`src/rtl/pdc_consts.vh`:
```
`ifndef PDC_CONSTS_VH
`define PDC_CONSTS_VH

// ------------------------------------------------------------
// Register addresses
// ------------------------------------------------------------
`define PDC_A_HP_L      16'h4023
`define PDC_A_HP_R      16'h4024
`define PDC_A_LINE_L    16'h4025
`define PDC_A_LINE_R    16'h4026
`define PDC_A_MONO      16'h4027
`define PDC_A_POP       16'h4028
`define PDC_A_PWR       16'h4029
`define PDC_A_CONV      16'h402a
`define PDC_A_ATT_L     16'h402b
`define PDC_A_ATT_R     16'h402c
`define PDC_A_PAD_AUD   16'h402d
`define PDC_A_PAD_CTL   16'h402f

// ------------------------------------------------------------
// Reset values and writable-bit masks
// ------------------------------------------------------------
`define PDC_RST_VOL     8'h02
`define PDC_RST_ZERO    8'h00
`define PDC_RST_PAD     8'haa
`define PDC_MSK_ALL     8'hff
`define PDC_MSK_POP     8'h1e
`define PDC_MSK_PWR     8'h03
`define PDC_MSK_CONV    8'he7

// ------------------------------------------------------------
// Field positions and codes
// ------------------------------------------------------------
`define PDC_LVL_HI      7
`define PDC_LVL_LO      2
`define PDC_BIT_MUTE    1
`define PDC_BIT_LOW     0
`define PDC_POP_LP      4
`define PDC_POP_OFF     3
`define PDC_RAMP_HI     2
`define PDC_RAMP_LO     1
`define PDC_MONO_HI     7
`define PDC_MONO_LO     6
`define PDC_POL         5
`define PDC_EMPH        2
`define PDC_DEN_HI      1
`define PDC_DEN_LO      0
`define PDC_PWR_R       1
`define PDC_PWR_L       0
`define PDC_MIX_CMODE   2'b00
`define PDC_LVL_UNITY   6'h39
`define PDC_RAMP_OFF    2'b11
`define PDC_RAMP_42     2'b01
`define PDC_RAMP_85     2'b10

// ------------------------------------------------------------
// Timing: ramp times in microseconds, 64 codes per full ramp
// ------------------------------------------------------------
`define PDC_CLK_NS      4
`define PDC_RAMP0_US    21250
`define PDC_RAMP1_US    42500
`define PDC_RAMP2_US    85000
`define PDC_LVL_CODES   64
`define PDC_DIG_STEP    8'hff

`endif

```
`src/rtl/pdc_slew.v`:
```
`timescale 1ns/100ps
`default_nettype none
module pdc_slew #(
    parameter W = 6
) (
    input  wire         clk,
    input  wire         rst_n,
    input  wire [W-1:0] rst_lvl,
    input  wire [W-1:0] target,
    input  wire         step_tick,
    input  wire         bypass,
    output reg  [W-1:0] level_ff
);
    // ------------------------------------------------------------
    // One code per tick toward the target; avoids zipper noise
    // ------------------------------------------------------------
    always @(posedge clk or negedge rst_n) begin
        if (!rst_n) begin
            level_ff <= {W{1'b0}};
        end else if (bypass) begin
            level_ff <= target;
        end else if (step_tick && level_ff < target) begin
            level_ff <= level_ff + {{(W-1){1'b0}}, 1'b1};
        end else if (step_tick && level_ff > target) begin
            level_ff <= level_ff - {{(W-1){1'b0}}, 1'b1};
        end
    end
    // rst_lvl kept for callers; all levels reset to code 0
    wire unused_rst = |rst_lvl;
endmodule
`default_nettype wire

```
`src/rtl/pdc_regs.v`:
```
`timescale 1ns/100ps
`default_nettype none
`include "pdc_consts.vh"
module pdc_regs #(
    parameter [19:0] RAMP0_STEP_CYC = (`PDC_RAMP0_US * 1000) / (`PDC_CLK_NS * `PDC_LVL_CODES),
    parameter [19:0] RAMP1_STEP_CYC = (`PDC_RAMP1_US * 1000) / (`PDC_CLK_NS * `PDC_LVL_CODES),
    parameter [19:0] RAMP2_STEP_CYC = (`PDC_RAMP2_US * 1000) / (`PDC_CLK_NS * `PDC_LVL_CODES)
) (
    input  wire        clk,
    input  wire        rst_n,
    input  wire        reg_wr,
    input  wire        reg_rd,
    input  wire [15:0] reg_addr,
    input  wire [7:0]  reg_wdata,
    input  wire [1:0]  single_mixer_boost,
    output reg  [7:0]  reg_rdata_ff,
    output wire [5:0]  left_phones_level,
    output wire [5:0]  right_phones_level,
    output wire [5:0]  left_line_level,
    output wire [5:0]  right_line_level,
    output wire [5:0]  single_out_level,
    output reg         single_out_level_on_ff,
    output reg         left_phones_unsilence_ff,
    output reg         right_phones_unsilence_ff,
    output reg         left_line_unsilence_ff,
    output reg         right_line_unsilence_ff,
    output reg         single_out_unsilence_ff,
    output reg         phones_out_enable_ff,
    output reg         phones_pin_select_ff,
    output reg         left_line_drive_select_ff,
    output reg         right_line_drive_select_ff,
    output reg         single_out_drive_select_ff,
    output reg         pop_guard_low_power_ff,
    output reg         pop_guard_off_ff,
    output reg  [1:0]  analog_level_ramp_ff,
    output reg         right_play_power_ff,
    output reg         left_play_power_ff,
    output reg  [1:0]  converter_single_channel_ff,
    output reg         converter_invert_ff,
    output reg         emphasis_undo_filter_ff,
    output reg  [1:0]  converter_power_ff,
    output wire [7:0]  left_converter_atten,
    output wire [7:0]  right_converter_atten,
    output reg  [7:0]  audio_pad_pulls_ff,
    output reg  [7:0]  ctrl_pad_pulls_ff
);
    localparam NREG = 12;

    // ------------------------------------------------------------
    // Register index decode, shared by write and read paths
    // ------------------------------------------------------------
    function [3:0] reg_index;
        input [15:0] a;
        begin
            if (a == `PDC_A_HP_L) reg_index = 4'd0;
            else if (a == `PDC_A_HP_R) reg_index = 4'd1;
            else if (a == `PDC_A_LINE_L) reg_index = 4'd2;
            else if (a == `PDC_A_LINE_R) reg_index = 4'd3;
            else if (a == `PDC_A_MONO) reg_index = 4'd4;
            else if (a == `PDC_A_POP) reg_index = 4'd5;
            else if (a == `PDC_A_PWR) reg_index = 4'd6;
            else if (a == `PDC_A_CONV) reg_index = 4'd7;
            else if (a == `PDC_A_ATT_L) reg_index = 4'd8;
            else if (a == `PDC_A_ATT_R) reg_index = 4'd9;
            else if (a == `PDC_A_PAD_AUD) reg_index = 4'd10;
            else if (a == `PDC_A_PAD_CTL) reg_index = 4'd11;
            else reg_index = 4'd15;
        end
    endfunction

    // Reset value and writable mask per index
    function [15:0] reg_init_mask;
        input [3:0] i;
        begin
            if (i <= 4'd4) reg_init_mask = {`PDC_RST_VOL, `PDC_MSK_ALL};
            else if (i == 4'd5) reg_init_mask = {`PDC_RST_ZERO, `PDC_MSK_POP};
            else if (i == 4'd6) reg_init_mask = {`PDC_RST_ZERO, `PDC_MSK_PWR};
            else if (i == 4'd7) reg_init_mask = {`PDC_RST_ZERO, `PDC_MSK_CONV};
            else if (i <= 4'd9) reg_init_mask = {`PDC_RST_ZERO, `PDC_MSK_ALL};
            else reg_init_mask = {`PDC_RST_PAD, `PDC_MSK_ALL};
        end
    endfunction

    wire [3:0] idx = reg_index(reg_addr);
    reg  [7:0] regs_ff [0:NREG-1];

    // ------------------------------------------------------------
    // Register storage; reserved bits masked so they stay zero
    // ------------------------------------------------------------
    genvar g;
    generate
        for (g = 0; g < NREG; g = g + 1) begin : g_reg
            // Elaboration constants, so the reset branch loads a true constant
            localparam integer GI = g;
            localparam [15:0]  IM = reg_init_mask(GI[3:0]);
            always @(posedge clk or negedge rst_n) begin
                if (!rst_n) begin
                    regs_ff[g] <= IM[15:8];
                end else if (reg_wr && idx == GI[3:0]) begin
                    regs_ff[g] <= reg_wdata & IM[7:0];
                end
            end
        end
    endgenerate

    // Read port; unmapped addresses and reserved bits read zero
    always @(posedge clk or negedge rst_n) begin
        if (!rst_n) begin
            reg_rdata_ff <= 8'h00;
        end else if (reg_rd) begin
            if (idx < NREG) begin
                reg_rdata_ff <= regs_ff[idx];
            end else begin
                reg_rdata_ff <= 8'h00;
            end
        end
    end

    // ------------------------------------------------------------
    // Ramp tick generators
    // ------------------------------------------------------------
    wire [1:0] ramp_sel = regs_ff[5][`PDC_RAMP_HI:`PDC_RAMP_LO];
    reg  [19:0] ramp_cnt_ff;
    reg  [19:0] ramp_len;
    reg         ana_tick_ff;
    reg  [7:0]  dig_cnt_ff;
    reg         dig_tick_ff;

    // Step period per ramp setting
    always @* begin
        if (ramp_sel == `PDC_RAMP_42) ramp_len = RAMP1_STEP_CYC;
        else if (ramp_sel == `PDC_RAMP_85) ramp_len = RAMP2_STEP_CYC;
        else ramp_len = RAMP0_STEP_CYC;
    end

    // Counter restarts on wrap; a ramp change applies at once to the count already running
    always @(posedge clk or negedge rst_n) begin
        if (!rst_n) begin
            ramp_cnt_ff <= 20'h00000;
            ana_tick_ff <= 1'b0;
            dig_cnt_ff  <= 8'h00;
            dig_tick_ff <= 1'b0;
        end else begin
            if (ramp_cnt_ff + 20'h00001 >= ramp_len) begin
                ramp_cnt_ff <= 20'h00000;
                ana_tick_ff <= 1'b1;
            end else begin
                ramp_cnt_ff <= ramp_cnt_ff + 20'h00001;
                ana_tick_ff <= 1'b0;
            end
            dig_cnt_ff  <= dig_cnt_ff + 8'h01;
            dig_tick_ff <= (dig_cnt_ff == `PDC_DIG_STEP);
        end
    end

    wire ana_bypass = (ramp_sel == `PDC_RAMP_OFF);
    wire mono_cmode = (single_mixer_boost == `PDC_MIX_CMODE);

    // Mono level held at unity in common-mode, field ignored
    wire [5:0] mono_target = mono_cmode ? `PDC_LVL_UNITY :
                             regs_ff[4][`PDC_LVL_HI:`PDC_LVL_LO];

    // ------------------------------------------------------------
    // Level slewers: five analog outputs, two converter attenuators
    // ------------------------------------------------------------
    wire [5:0] ana_target [0:4];
    wire [5:0] ana_level  [0:4];
    assign ana_target[0] = regs_ff[0][`PDC_LVL_HI:`PDC_LVL_LO];
    assign ana_target[1] = regs_ff[1][`PDC_LVL_HI:`PDC_LVL_LO];
    assign ana_target[2] = regs_ff[2][`PDC_LVL_HI:`PDC_LVL_LO];
    assign ana_target[3] = regs_ff[3][`PDC_LVL_HI:`PDC_LVL_LO];
    assign ana_target[4] = mono_target;

    generate
        for (g = 0; g < 5; g = g + 1) begin : g_ana
            pdc_slew #(.W(6)) u_slew (
                .clk       (clk),
                .rst_n     (rst_n),
                .rst_lvl   (6'h00),
                .target    (ana_target[g]),
                .step_tick (ana_tick_ff),
                .bypass    (ana_bypass),
                .level_ff  (ana_level[g])
            );
        end
        for (g = 0; g < 2; g = g + 1) begin : g_dig
            wire [7:0] lvl;
            pdc_slew #(.W(8)) u_slew (
                .clk       (clk),
                .rst_n     (rst_n),
                .rst_lvl   (8'h00),
                .target    (regs_ff[8+g]),
                .step_tick (dig_tick_ff),
                .bypass    (1'b0),
                .level_ff  (lvl)
            );
        end
    endgenerate

    assign left_phones_level     = ana_level[0];
    assign right_phones_level    = ana_level[1];
    assign left_line_level       = ana_level[2];
    assign right_line_level      = ana_level[3];
    assign single_out_level      = ana_level[4];
    assign left_converter_atten  = g_dig[0].lvl;
    assign right_converter_atten = g_dig[1].lvl;

    // ------------------------------------------------------------
    // Control outputs, registered from the register fields and the mixer mode input
    // ------------------------------------------------------------
    always @(posedge clk or negedge rst_n) begin
        if (!rst_n) begin
            single_out_level_on_ff      <= 1'b0;
            left_phones_unsilence_ff    <= 1'b1;
            right_phones_unsilence_ff   <= 1'b1;
            left_line_unsilence_ff      <= 1'b1;
            right_line_unsilence_ff     <= 1'b1;
            single_out_unsilence_ff     <= 1'b1;
            phones_out_enable_ff        <= 1'b0;
            phones_pin_select_ff        <= 1'b0;
            left_line_drive_select_ff   <= 1'b0;
            right_line_drive_select_ff  <= 1'b0;
            single_out_drive_select_ff  <= 1'b0;
            pop_guard_low_power_ff      <= 1'b0;
            pop_guard_off_ff            <= 1'b0;
            analog_level_ramp_ff        <= 2'b00;
            right_play_power_ff         <= 1'b0;
            left_play_power_ff          <= 1'b0;
            converter_single_channel_ff <= 2'b00;
            converter_invert_ff         <= 1'b0;
            emphasis_undo_filter_ff     <= 1'b0;
            converter_power_ff          <= 2'b00;
            audio_pad_pulls_ff          <= `PDC_RST_PAD;
            ctrl_pad_pulls_ff           <= `PDC_RST_PAD;
        end else begin
            single_out_level_on_ff      <= ~mono_cmode;
            left_phones_unsilence_ff    <= regs_ff[0][`PDC_BIT_MUTE];
            right_phones_unsilence_ff   <= regs_ff[1][`PDC_BIT_MUTE];
            left_line_unsilence_ff      <= regs_ff[2][`PDC_BIT_MUTE];
            right_line_unsilence_ff     <= regs_ff[3][`PDC_BIT_MUTE];
            single_out_unsilence_ff     <= regs_ff[4][`PDC_BIT_MUTE];
            phones_out_enable_ff        <= regs_ff[0][`PDC_BIT_LOW] |
                                           regs_ff[1][`PDC_BIT_LOW];
            phones_pin_select_ff        <= regs_ff[1][`PDC_BIT_LOW];
            left_line_drive_select_ff   <= regs_ff[2][`PDC_BIT_LOW];
            right_line_drive_select_ff  <= regs_ff[3][`PDC_BIT_LOW];
            single_out_drive_select_ff  <= regs_ff[4][`PDC_BIT_LOW];
            pop_guard_low_power_ff      <= regs_ff[5][`PDC_POP_LP];
            pop_guard_off_ff            <= regs_ff[5][`PDC_POP_OFF];
            analog_level_ramp_ff        <= ramp_sel;
            right_play_power_ff         <= regs_ff[6][`PDC_PWR_R];
            left_play_power_ff          <= regs_ff[6][`PDC_PWR_L];
            converter_single_channel_ff <= regs_ff[7][`PDC_MONO_HI:`PDC_MONO_LO];
            converter_invert_ff         <= regs_ff[7][`PDC_POL];
            emphasis_undo_filter_ff     <= regs_ff[7][`PDC_EMPH];
            converter_power_ff          <= regs_ff[7][`PDC_DEN_HI:`PDC_DEN_LO];
            audio_pad_pulls_ff          <= regs_ff[10];
            ctrl_pad_pulls_ff           <= regs_ff[11];
        end
    end
endmodule
`default_nettype wire

```
`config.mk`:
```
export PLATFORM = sky130hd
export DESIGN_NAME = pdc_regs
export DESIGN_NICKNAME = d
export VERILOG_FILES = /design/src/rtl/pdc_slew.v /design/src/rtl/pdc_regs.v
export VERILOG_INCLUDE_DIRS = /design/src /design/src/rtl
export SDC_FILE = /design/constraint.sdc
export NUM_CORES = 1
export LEC_CHECK = 0
export BUFFER_PORTS_ARGS = -buffer_cell sky130_fd_sc_hd__clkbuf_2
export CAP_MARGIN = 15
export CORE_MARGIN = 1.5
export CORE_UTILIZATION = 45
export CTS_CLUSTER_SIZE = 30
export DETAILED_ROUTE_END_ITERATION = 12
export PLACE_DENSITY = 0.66
export SLEW_MARGIN = 0
export SYNTH_ARGS = -nofsm -noshare
export SYNTH_HDL_FRONTEND = slang
export SYNTH_SLANG_ARGS = --single-unit
```
`constraint.sdc`:
```
create_clock -name clk -period 4.9 [get_ports clk]
set_input_delay 0.98 -clock clk [delete_from_list [all_inputs] [get_ports clk]]
set_output_delay 0.98 -clock clk [all_outputs]
set_load 0.03 [all_outputs]
```
# Word level (Yosys, flattened, before mapping)
# Index checks and enable logic that the tools add are counted.
[totals]
reg_bits = 207
elab_cells = 184
[op_classes]
add_sub_neg = 16
magnitude_cmp = 17
eq_ne = 27
mux = 40
n_bitwise = 3
reduce_logical = 35
[op_table]
columns = ["cell", "n"]
rows = [
  ["== test 16 x 15 -> 1 bit, second input constant", 12],
  ["two-way mux 6 bit", 16],
  ["two-way mux 8 bit", 7],
  ["two-way mux 19 bit", 2],
  ["binary-select mux 8 bit (select 4 bit)", 1],
  ["two-way mux 4 bit", 8],
  ["adder 6 x 1 -> 6 bit, second input constant", 5],
  ["greater-than comparator 6 bit", 5],
  ["< comparator 6 bit", 5],
  ["subtractor 6 x 1 -> 6 bit, second input constant", 5],
  ["logical AND 1 bit", 26],
  ["adder 8 x 1 -> 8 bit, second input constant", 3],
  ["adder 20 x 1 -> 20 bit, second input constant", 1],
  ["greater-or-equal comparator 20 bit", 1],
  ["two-way mux 20 bit", 1],
  ["== test 4 x 3 -> 1 bit, second input constant", 4],
  ["== test 4 bit, second input constant", 4],
  ["greater-than comparator 8 bit", 2],
  ["< comparator 8 bit", 2],
  ["subtractor 8 x 1 -> 8 bit, second input constant", 2],
  ["nonzero test 3 bit", 5],
  ["two-way mux 3 bit", 4],
  ["== test 4 x 2 -> 1 bit, second input constant", 2],
  ["== test 8 bit, second input constant", 1],
  ["other kinds (12)", 14],
]

# Longest topological paths before layout
# Gate-level depths: netlist of run 1.
[depth]
depth_word = 18
ltp_mapped = 14
depth_no_buf = 14

# By module
# A second synthesis of run 1 with hierarchy kept.
[hier_totals]
hier_cells = 1198
area_unflattened_um2 = 12524.5
[modules_own_cells]
columns = ["module", "instances", "cells_each", "area_each_um2", "seq_area_each_um2"]
rows = [
  ["pdc_regs", 1, 648, 7613.6, 4061.4],
  ["pdc_slew at g_ana[0].u_slew ...", 5, 68, 639.4, 150.1],
  ["pdc_slew at g_dig[0].u_slew ...", 2, 105, 857.1, 200.2],
]

# Worst setup path after synthesis of run 1
# Ideal clock, no wire load.
[synth_timing]
path_kind = "input port to flip-flop"
startpoint = "input single_mixer_boost[1]"
endpoint = "register g_ana[4].u_slew.level_ff[5]"
setup_time_ps = 104
arrival_time_ps = 3751
required_time_ps = 4796
path_slack_ps = 1045
path_stages = 13
path_cell_list = "nor2_1 -> nor2_1 -> ha_1 -> a21o_1 -> a21oi_1 -> o221ai_1 -> ha_1 -> a211oi_1 -> o21bai_1 -> a21oi_1 -> xnor2_1 -> mux2_2 -> a221oi_1"
[synth_between]
elab_chain_len = 6
elab_cells_between_ends = 9
classes_between = "order compare (2); mux (3); reduce/logical (4)"
[synth_lines]
columns = ["element", "line_no", "text"]
rows = [
  ["start: declaration", "pdc_regs.v:15", "input wire [1:0] single_mixer_boost,"],
  ["zero test 2 bit (no source line) *", "n/a", ""],
  ["two-way mux 6 bit *", "pdc_regs.v:160", "wire [5:0] mono_target = mono_cmode ? `PDC_LVL_UNITY :"],
  ["< comparator 6 bit", "pdc_slew.v:22", "end else if (step_tick && level_ff < target) begin"],
  ["logical AND 1 bit", "pdc_slew.v:22", ""],
  ["two-way mux 6 bit", "pdc_slew.v:22", ""],
  ["two-way mux 6 bit", "pdc_slew.v:20", "end else if (bypass) begin"],
  ["end signal: assignment", "pdc_slew.v:19", "level_ff <= {W{1'b0}};"],
  ["end signal: assignment", "pdc_slew.v:21", "level_ff <= target;"],
  ["end signal: assignment", "pdc_slew.v:23", "level_ff <= level_ff + {{(W-1){1'b0}}, 1'b1};"],
  ["end: declaration", "pdc_slew.v:12", "output reg [W-1:0] level_ff"],
]
# Every way passes the cells marked *; elsewhere a longest branch is shown, timed or not.
# A chain may end at the register's enable or synchronous reset.

# Worst setup path in the final report of run 1
# Same ends and word-level chain as after synthesis.

==> flow_summary.ini, run 1 <==
[floorplanning]
die_width_um = 165
rows = 59
floorplan.initialDensity = 0.455
core_area_um2 = 25900
die_area_um2 = 27200
dieHeight_um = 165
pin_count = 123

[clock_tree]
postCtsHoldBufs = 0
cts_tree = yes
clkSinkCount = 207
cts_buffer_depth = 3
clkLatencyLatePin_ns = 0.52
cts.repair.resized = 0
cts_buffers = 25
path_clk_slew_ns = 0.06
htree_levels = 1
clockRootBuffer = clkbuf_16
cts_setup_buffers = 0

[drt]
firstDrtPassIters = 5
drc = 0
final_antenna_net_count = 0
avgViaCountPerCell = 5.59
wl_per_cell_um = 17.9
drt_iter0_markers = 619
wl_mm = 28.6
num_vias = 8892

[global_route]
gr-total-overflow = 0
grt_start_max_net_pins = 102
grt_pass1_vias = 8646
grt_pass1_wl_mm = 45.7
antenna_found_initial = 1
groute.usage.overall = 0.214

[worst_setup_path]
r2r_slack_ns = 1.42
crit_required_ns = 5.32
worstSetupEndpointType = flop
cp.arrival_ns = 4.31
critPathMaxFanout = 8
crit_type = in -> reg
rr_worst_depth = 12
r2r_end = g_ana[4].u_slew.level_ff[5]$_DFFE_PN0P_
critPathLaunch = single_mixer_boost[1]
r2r-start = regs_ff[61]$_DFFE_PN0P_
start_kind = input pin

[sta]
fin_skew_ns = 0.0147
fin_crit_sh = 0.794
tns_ns = 0
hold_slack_ns = 0.380
period_needed_ns = 3.89
max_freq_mhz = 257
finalSetupViolations = 0
rsz0062_at_grt = false
slew_viol_final = 0
hold_viol_final = 0
relSlewSlack = 0.386
worstMarginPinSlew_ns = 0.922

[final_layout]
diodes = 0
nets = 1369
area_growth_syn_to_layout_pct = 15.7
layout-drive-gt1-share = 0.251
final_area_um2 = 13600
nFillCells = 2289

[pwr]
leakagePower_nw = 6.54
worst_ir_drop_vdd_mv = 0.351
p_per_area_nw_per_um2 = 436
fin_total_pwr_w = 0.00595

[yosys]
mappedNetlistNets = 1251
synth-adder-area-share = 0.112
avgSynthCellArea_um2 = 10.5
ys_seq_elements = 207
synth_edf_count = 0
synth.mux.area_fraction = 0.0966
yosys.cell_types.count = 75
ys_seq_area_frac = 0.442
yosys.area_share.simple = 0.128
synth_top_family_by_area = compound AO/OA/AOI/OAI gates
synthCells = 1120
synth_xor_area_frac = 0.0386
yosysWarningCount = 0
synth_area_um2 = 11800
async_flop_share = 1.00
synth_compound_area_frac = 0.145
synth_top_flop_cell = dfrtp_1

[run_status]
status = completed

[place]
detailed_place.area_um2 = 12700
hpwl_mm = 21.2
gp_congestion = 0.908
io_buffers = 122

[min_path]
hp-start = regs_ff[73]$_DFFE_PN1P_
whs_path_depth = 0
min_to = left_line_unsilence_ff$_DFF_PN1_
hold_path_class = reg -> reg

[job]
drv_cap = 0
[layout by cell type (no fill, tap or decap), drive strengths merged, types with 8 or more instances in the layout]
cell	instances
clkbuf	155
o22ai	16
inv	68
a31oi	8
a21oi	77
nand2b	8
xnor2	34
a211oi	17
nand2	84
nand3	33
dfstp	26
dfrtp	181
o21bai	8
mux2	86
and3	11
nor2b	18
mux2i	17
nor3	23
a21o	20
o21ai	61
ha	94
or2	8
xor2	18
nor2	62
nand4	18
[routing by layer]
| metal | wire, µm | vias up | part of all wire | global-route usage |
|---|---|---|---|---|
| li1 | - | 4284 | - | - |
| met2 | 13300 | 223 | 0.47 | 0.348 |
| met5 | 11 | - | 0.00039 | 0 |
| met4 | 789 | 2 | 0.028 | 0.0618 |
| met1 | 13000 | 4324 | 0.45 | 0.296 |
| met3 | 1480 | 59 | 0.052 | 0.0337 |
[sequential cells by signal (all words and copies together) (netlist names), 8 cells and up]
name                   count
ctrl_pad_pulls_ff          8
g_dig.u_slew.level_ff     16
audio_pad_pulls_ff         8
reg_rdata_ff               8
ramp_cnt_ff               20
dig_cnt_ff                 8
ana_target                24
g_ana.u_slew.level_ff     30
regs_ff                   58
[cell families after synthesis]
logic type,Yosys count
buf+inv,106
flops,207
fa+ha+maj,101
mux,103
xor+xnor,52
simple gates,285
other cells,1
compound gates,265
[cell usage after synthesis (11+ instances only)]
master	number	area share
inv_1	68	0.022
nand3_1	31	0.013
ha_1	94	0.10
nor3_1	17	0.0072
dfstp_2	26	0.058
dfrtp_1	181	0.38
o21ai_0	61	0.026
a21o_1	20	0.013
a21oi_1	75	0.032
nand2_1	82	0.026
mux2_2	86	0.082
o22ai_1	16	0.0085
clkbuf_1	17	0.0054
xnor2_1	34	0.025
mux2i_1	17	0.014
nor2_1	58	0.018
buf_2	16	0.0068
and3_1	11	0.0058
nand4_1	16	0.0085
nor2b_1	18	0.0096
xor2_1	18	0.013
a211oi_1	17	0.011
[worst max-delay path by stage]
stage / endpoint / cells after the start
final: g_ana[4].u_slew.level_ff[5]$_DFFE_PN0P_ / 14
after global routing: g_ana[4].u_slew.level_ff[5]$_DFFE_PN0P_ / 14
after CTS: g_ana[4].u_slew.level_ff[5]$_DFFE_PN0P_ / 15
after detailed placement: g_ana[4].u_slew.level_ff[5]$_DFFE_PN0P_ / 15
after global placement: g_ana[4].u_slew.level_ff[5]$_DFFE_PN0P_ / 14
after floorplan: g_ana[4].u_slew.level_ff[5]$_DFFE_PN0P_ / 13
[cell type report]
class / count / area [µm²] / share of cell area
Tap cell: 335 / 419 / 0.0307
Sequential cell: 207 / 5210 / 0.382
Clock inverter: 12 / 243 / 0.0178
Multi-Input combinational cell: 807 / 6140 / 0.450
Inverter: 68 / 255 / 0.0187
Timing Repair Buffer: 129 / 684 / 0.0502
Clock buffer: 33 / 686 / 0.0503
[per-stage QoR]
step | utilization | setup slack [ns] | cells
6_report | 0.526 | 1.01 | 1591
5_1_grt | 0.526 | 0.681 | 1591
4_1_cts | 0.526 | 1.02 | 1591
3_5_place_dp | 0.491 | 0.499 | 1546
3_3_place_gp | 0.491 | 0.666 | 1546
2_1_floorplan | - | 1.05 | 1120
[worst max-delay path, cell delays in order]
cell and delay (ns):
clkbuf_2 0.08, nor2_1 0.29, nor2_1 0.12, ha_1 0.32, a21o_1 0.11, a21oi_1 0.06, o221ai_1 0.60, ha_1 0.38
a211oi_1 0.33, o21bai_1 0.12, a21oi_1 0.19, xnor2_1 0.14, mux2_2 0.35, a221oi_1 0.24
[power by group]
part           switching, W  internal [W]
clock              0.000724       0.00135
combinational       0.00104      0.000783
sequential         0.000204       0.00185
total               0.00197       0.00399
Note: power is estimated with default switching activity, not from simulation.
==> run 2, diff against run 1 <==
- clock period: 4.9 -> 3.6 ns (I/O delays scaled with it)
==> run 2 against run 1 <==
Clock-buffer cell count is 2 lower. Total power increased by 34%. Sequential share of layout area decreased by 0.36 points. Sequential power grew 36%. Critical path depth unchanged. Worst hold slack worse by 0.12 ns. Core utilization grew 0.51 points. Register-to-register slack lost 1.1 ns. Largest cell class unchanged.
==> flow_summary.ini, run 2 (synthesis results as in run 1) <==
[clock_tree]
cts_buffer_depth = 3
clockRootBuffer = clkbuf_16
cts_tree = yes
path_clk_slew_ns = 0.06
cts_buffers = 24
postCtsHoldBufs = 0
clkLatencyLatePin_ns = 0.52
clkSinkCount = 207
htree_levels = 1

[floorplanning]
rows = 59
die_area_um2 = 27200
floorplan.initialDensity = 0.455
core_area_um2 = 25900
pin_count = 123
dieHeight_um = 165
die_width_um = 165

[global_route]
gr-total-overflow = 0
grt_pass1_vias = 8749
grt_start_max_net_pins = 81
groute.usage.overall = 0.219
antenna_found_initial = 1
grt_pass1_wl_mm = 46.7

[final_layout]
fin_util = 0.532
mostFrequentLayoutCell = dfrtp_1
seq_area_um2 = 5210
largest_reg_flops = 58
layout_common_cells = dfrtp_1, clkbuf_2, ha_1
regMostFlops = regs_ff
instances_no_fill = 1613
nFillCells = 2309
area_growth_syn_to_layout_pct = 16.8
nets = 1391
diodes = 0
multi_input_area_um2 = 6150
layout-drive-gt1-share = 0.267

[place]
gp_congestion = 0.909
hpwl_mm = 21.6
dp.cells = 1569
pre_cts_slack_ns = -0.214
io_buffers = 122

[drt]
drt_iter0_markers = 619
wl_per_cell_um = 18.0
drc = 0
final_antenna_net_count = 0
avgViaCountPerCell = 5.55
firstDrtPassIters = 5
wl_mm = 29.1
num_vias = 8959

[pwr]
p_per_area_nw_per_um2 = 578
leakagePower_nw = 6.65
worst_ir_drop_vdd_mv = 0.547

[min_path]
hold_path_class = in -> async

[sta]
slew_viol_final = 0
rsz0062_at_grt = false
fin_crit_sh = 0.923
worstMarginPinSlew_ns = 0.815
period_needed_ns = 3.32
finalSetupViolations = 0
worst_slack_ns = 0.277
relSlewSlack = 0.455
hold_viol_final = 0
fin_skew_ns = 0.0172
max_freq_mhz = 301

[worst_setup_path]
r2r-start = ana_target[10]$_DFFE_PN0P_
r2r_end = g_ana[3].u_slew.level_ff[5]$_DFFE_PN0P_
r2r_slack_ns = 0.36
critPathMaxFanout = 4
worstSetupEndpointType = flop
start_kind = input pin
rr_worst_depth = 12
crit_required_ns = 4.02
cp.arrival_ns = 3.74
crit_type = in -> reg

[job]
drv_cap = 0

[run_status]
status = completed
==> run 2: cell types whose count changed in the layout (fill, tap and decap cells not counted), moves of 3 or more <==
cell / before / now
buf_4: 6 / 28
bufinv_16: 7 / 4
clkbuf_1: 5 / 2
clkinv_2: 2 / 5
==> run 2: area by class of cell <==
type,instances,share of cell area
Timing Repair Buffer,152,0.0631
Clock inverter,13,0.0131
Multi-Input combinational cell,807,0.446
Clock buffer,31,0.0500
Sequential cell,207,0.378
Tap cell,335,0.0304
Inverter,68,0.0185
==> run 2: how the worst max path moves through the flow <==
stage                               startpoint                                      end  slack, ns  cells past startpoint
global placement         single_mixer_boost[1]  g_ana[4].u_slew.level_ff[5]$_DFFE_PN0P_      -0.12                     14
CTS                 ana_target[10]$_DFFE_PN0P_  g_ana[3].u_slew.level_ff[5]$_DFFE_PN0P_       0.24                     12
finish                   single_mixer_boost[1]  g_ana[4].u_slew.level_ff[5]$_DFFE_PN0P_       0.28                     14
floorplan                single_mixer_boost[1]  g_ana[4].u_slew.level_ff[5]$_DFFE_PN0P_      0.005                     13
detailed placement       single_mixer_boost[1]  g_ana[4].u_slew.level_ff[5]$_DFFE_PN0P_      -0.21                     14
global route        ana_target[10]$_DFFE_PN0P_  g_ana[3].u_slew.level_ff[5]$_DFFE_PN0P_       0.06                     12
==> run 2: what timing repair did <==
item / in CTS / in global routing
gates resized for setup: 0 / 2
setup buffers: 0 / 0
setup endpoints to repair: 0 / 2
==> run 2: metal layers <==
layer / GRT usage / vias to the layer above / wire, µm
met4: 0.0528 / 2 / 565
met1: 0.299 / 4361 / 13200
met5: 0 / - / 17
li1: - / 4338 / -
met3: 0.0384 / 40 / 1590
met2: 0.361 / 218 / 13700
==> run 2: worst max-delay path: stages <==
cell,delay [ns]
clkbuf_2,0.08
nor2_1,0.24
buf_4,0.18
nor2_1,0.05
ha_1,0.29
nand4_1,0.11
o221ai_1,0.40
ha_1,0.33
a211oi_1,0.29
o21bai_1,0.13
a21oi_1,0.19
xnor2_1,0.14
mux2_2,0.35
a221oi_1,0.23
==> run 2: metrics by stage <==
stage	total power (W)	area, µm²	hold WS, ns	TNS, ns
floorplan	0.00471	11800	0.358	0
CTS	0.00803	13800	0.272	0
global route	0.00848	13800	0.301	0
finish	0.00796	13800	0.258	0
global placement	0.00530	12900	0.371	-0.122
detailed placement	0.00537	12900	0.368	-0.214
==> run 2: report_power, final <==
part / internal [W] / switching [W] / total [W]
clock: 0.00164 / 0.000974 / 0.00261
combinational: 0.00111 / 0.00144 / 0.00255
sequential: 0.00252 / 0.000275 / 0.00280
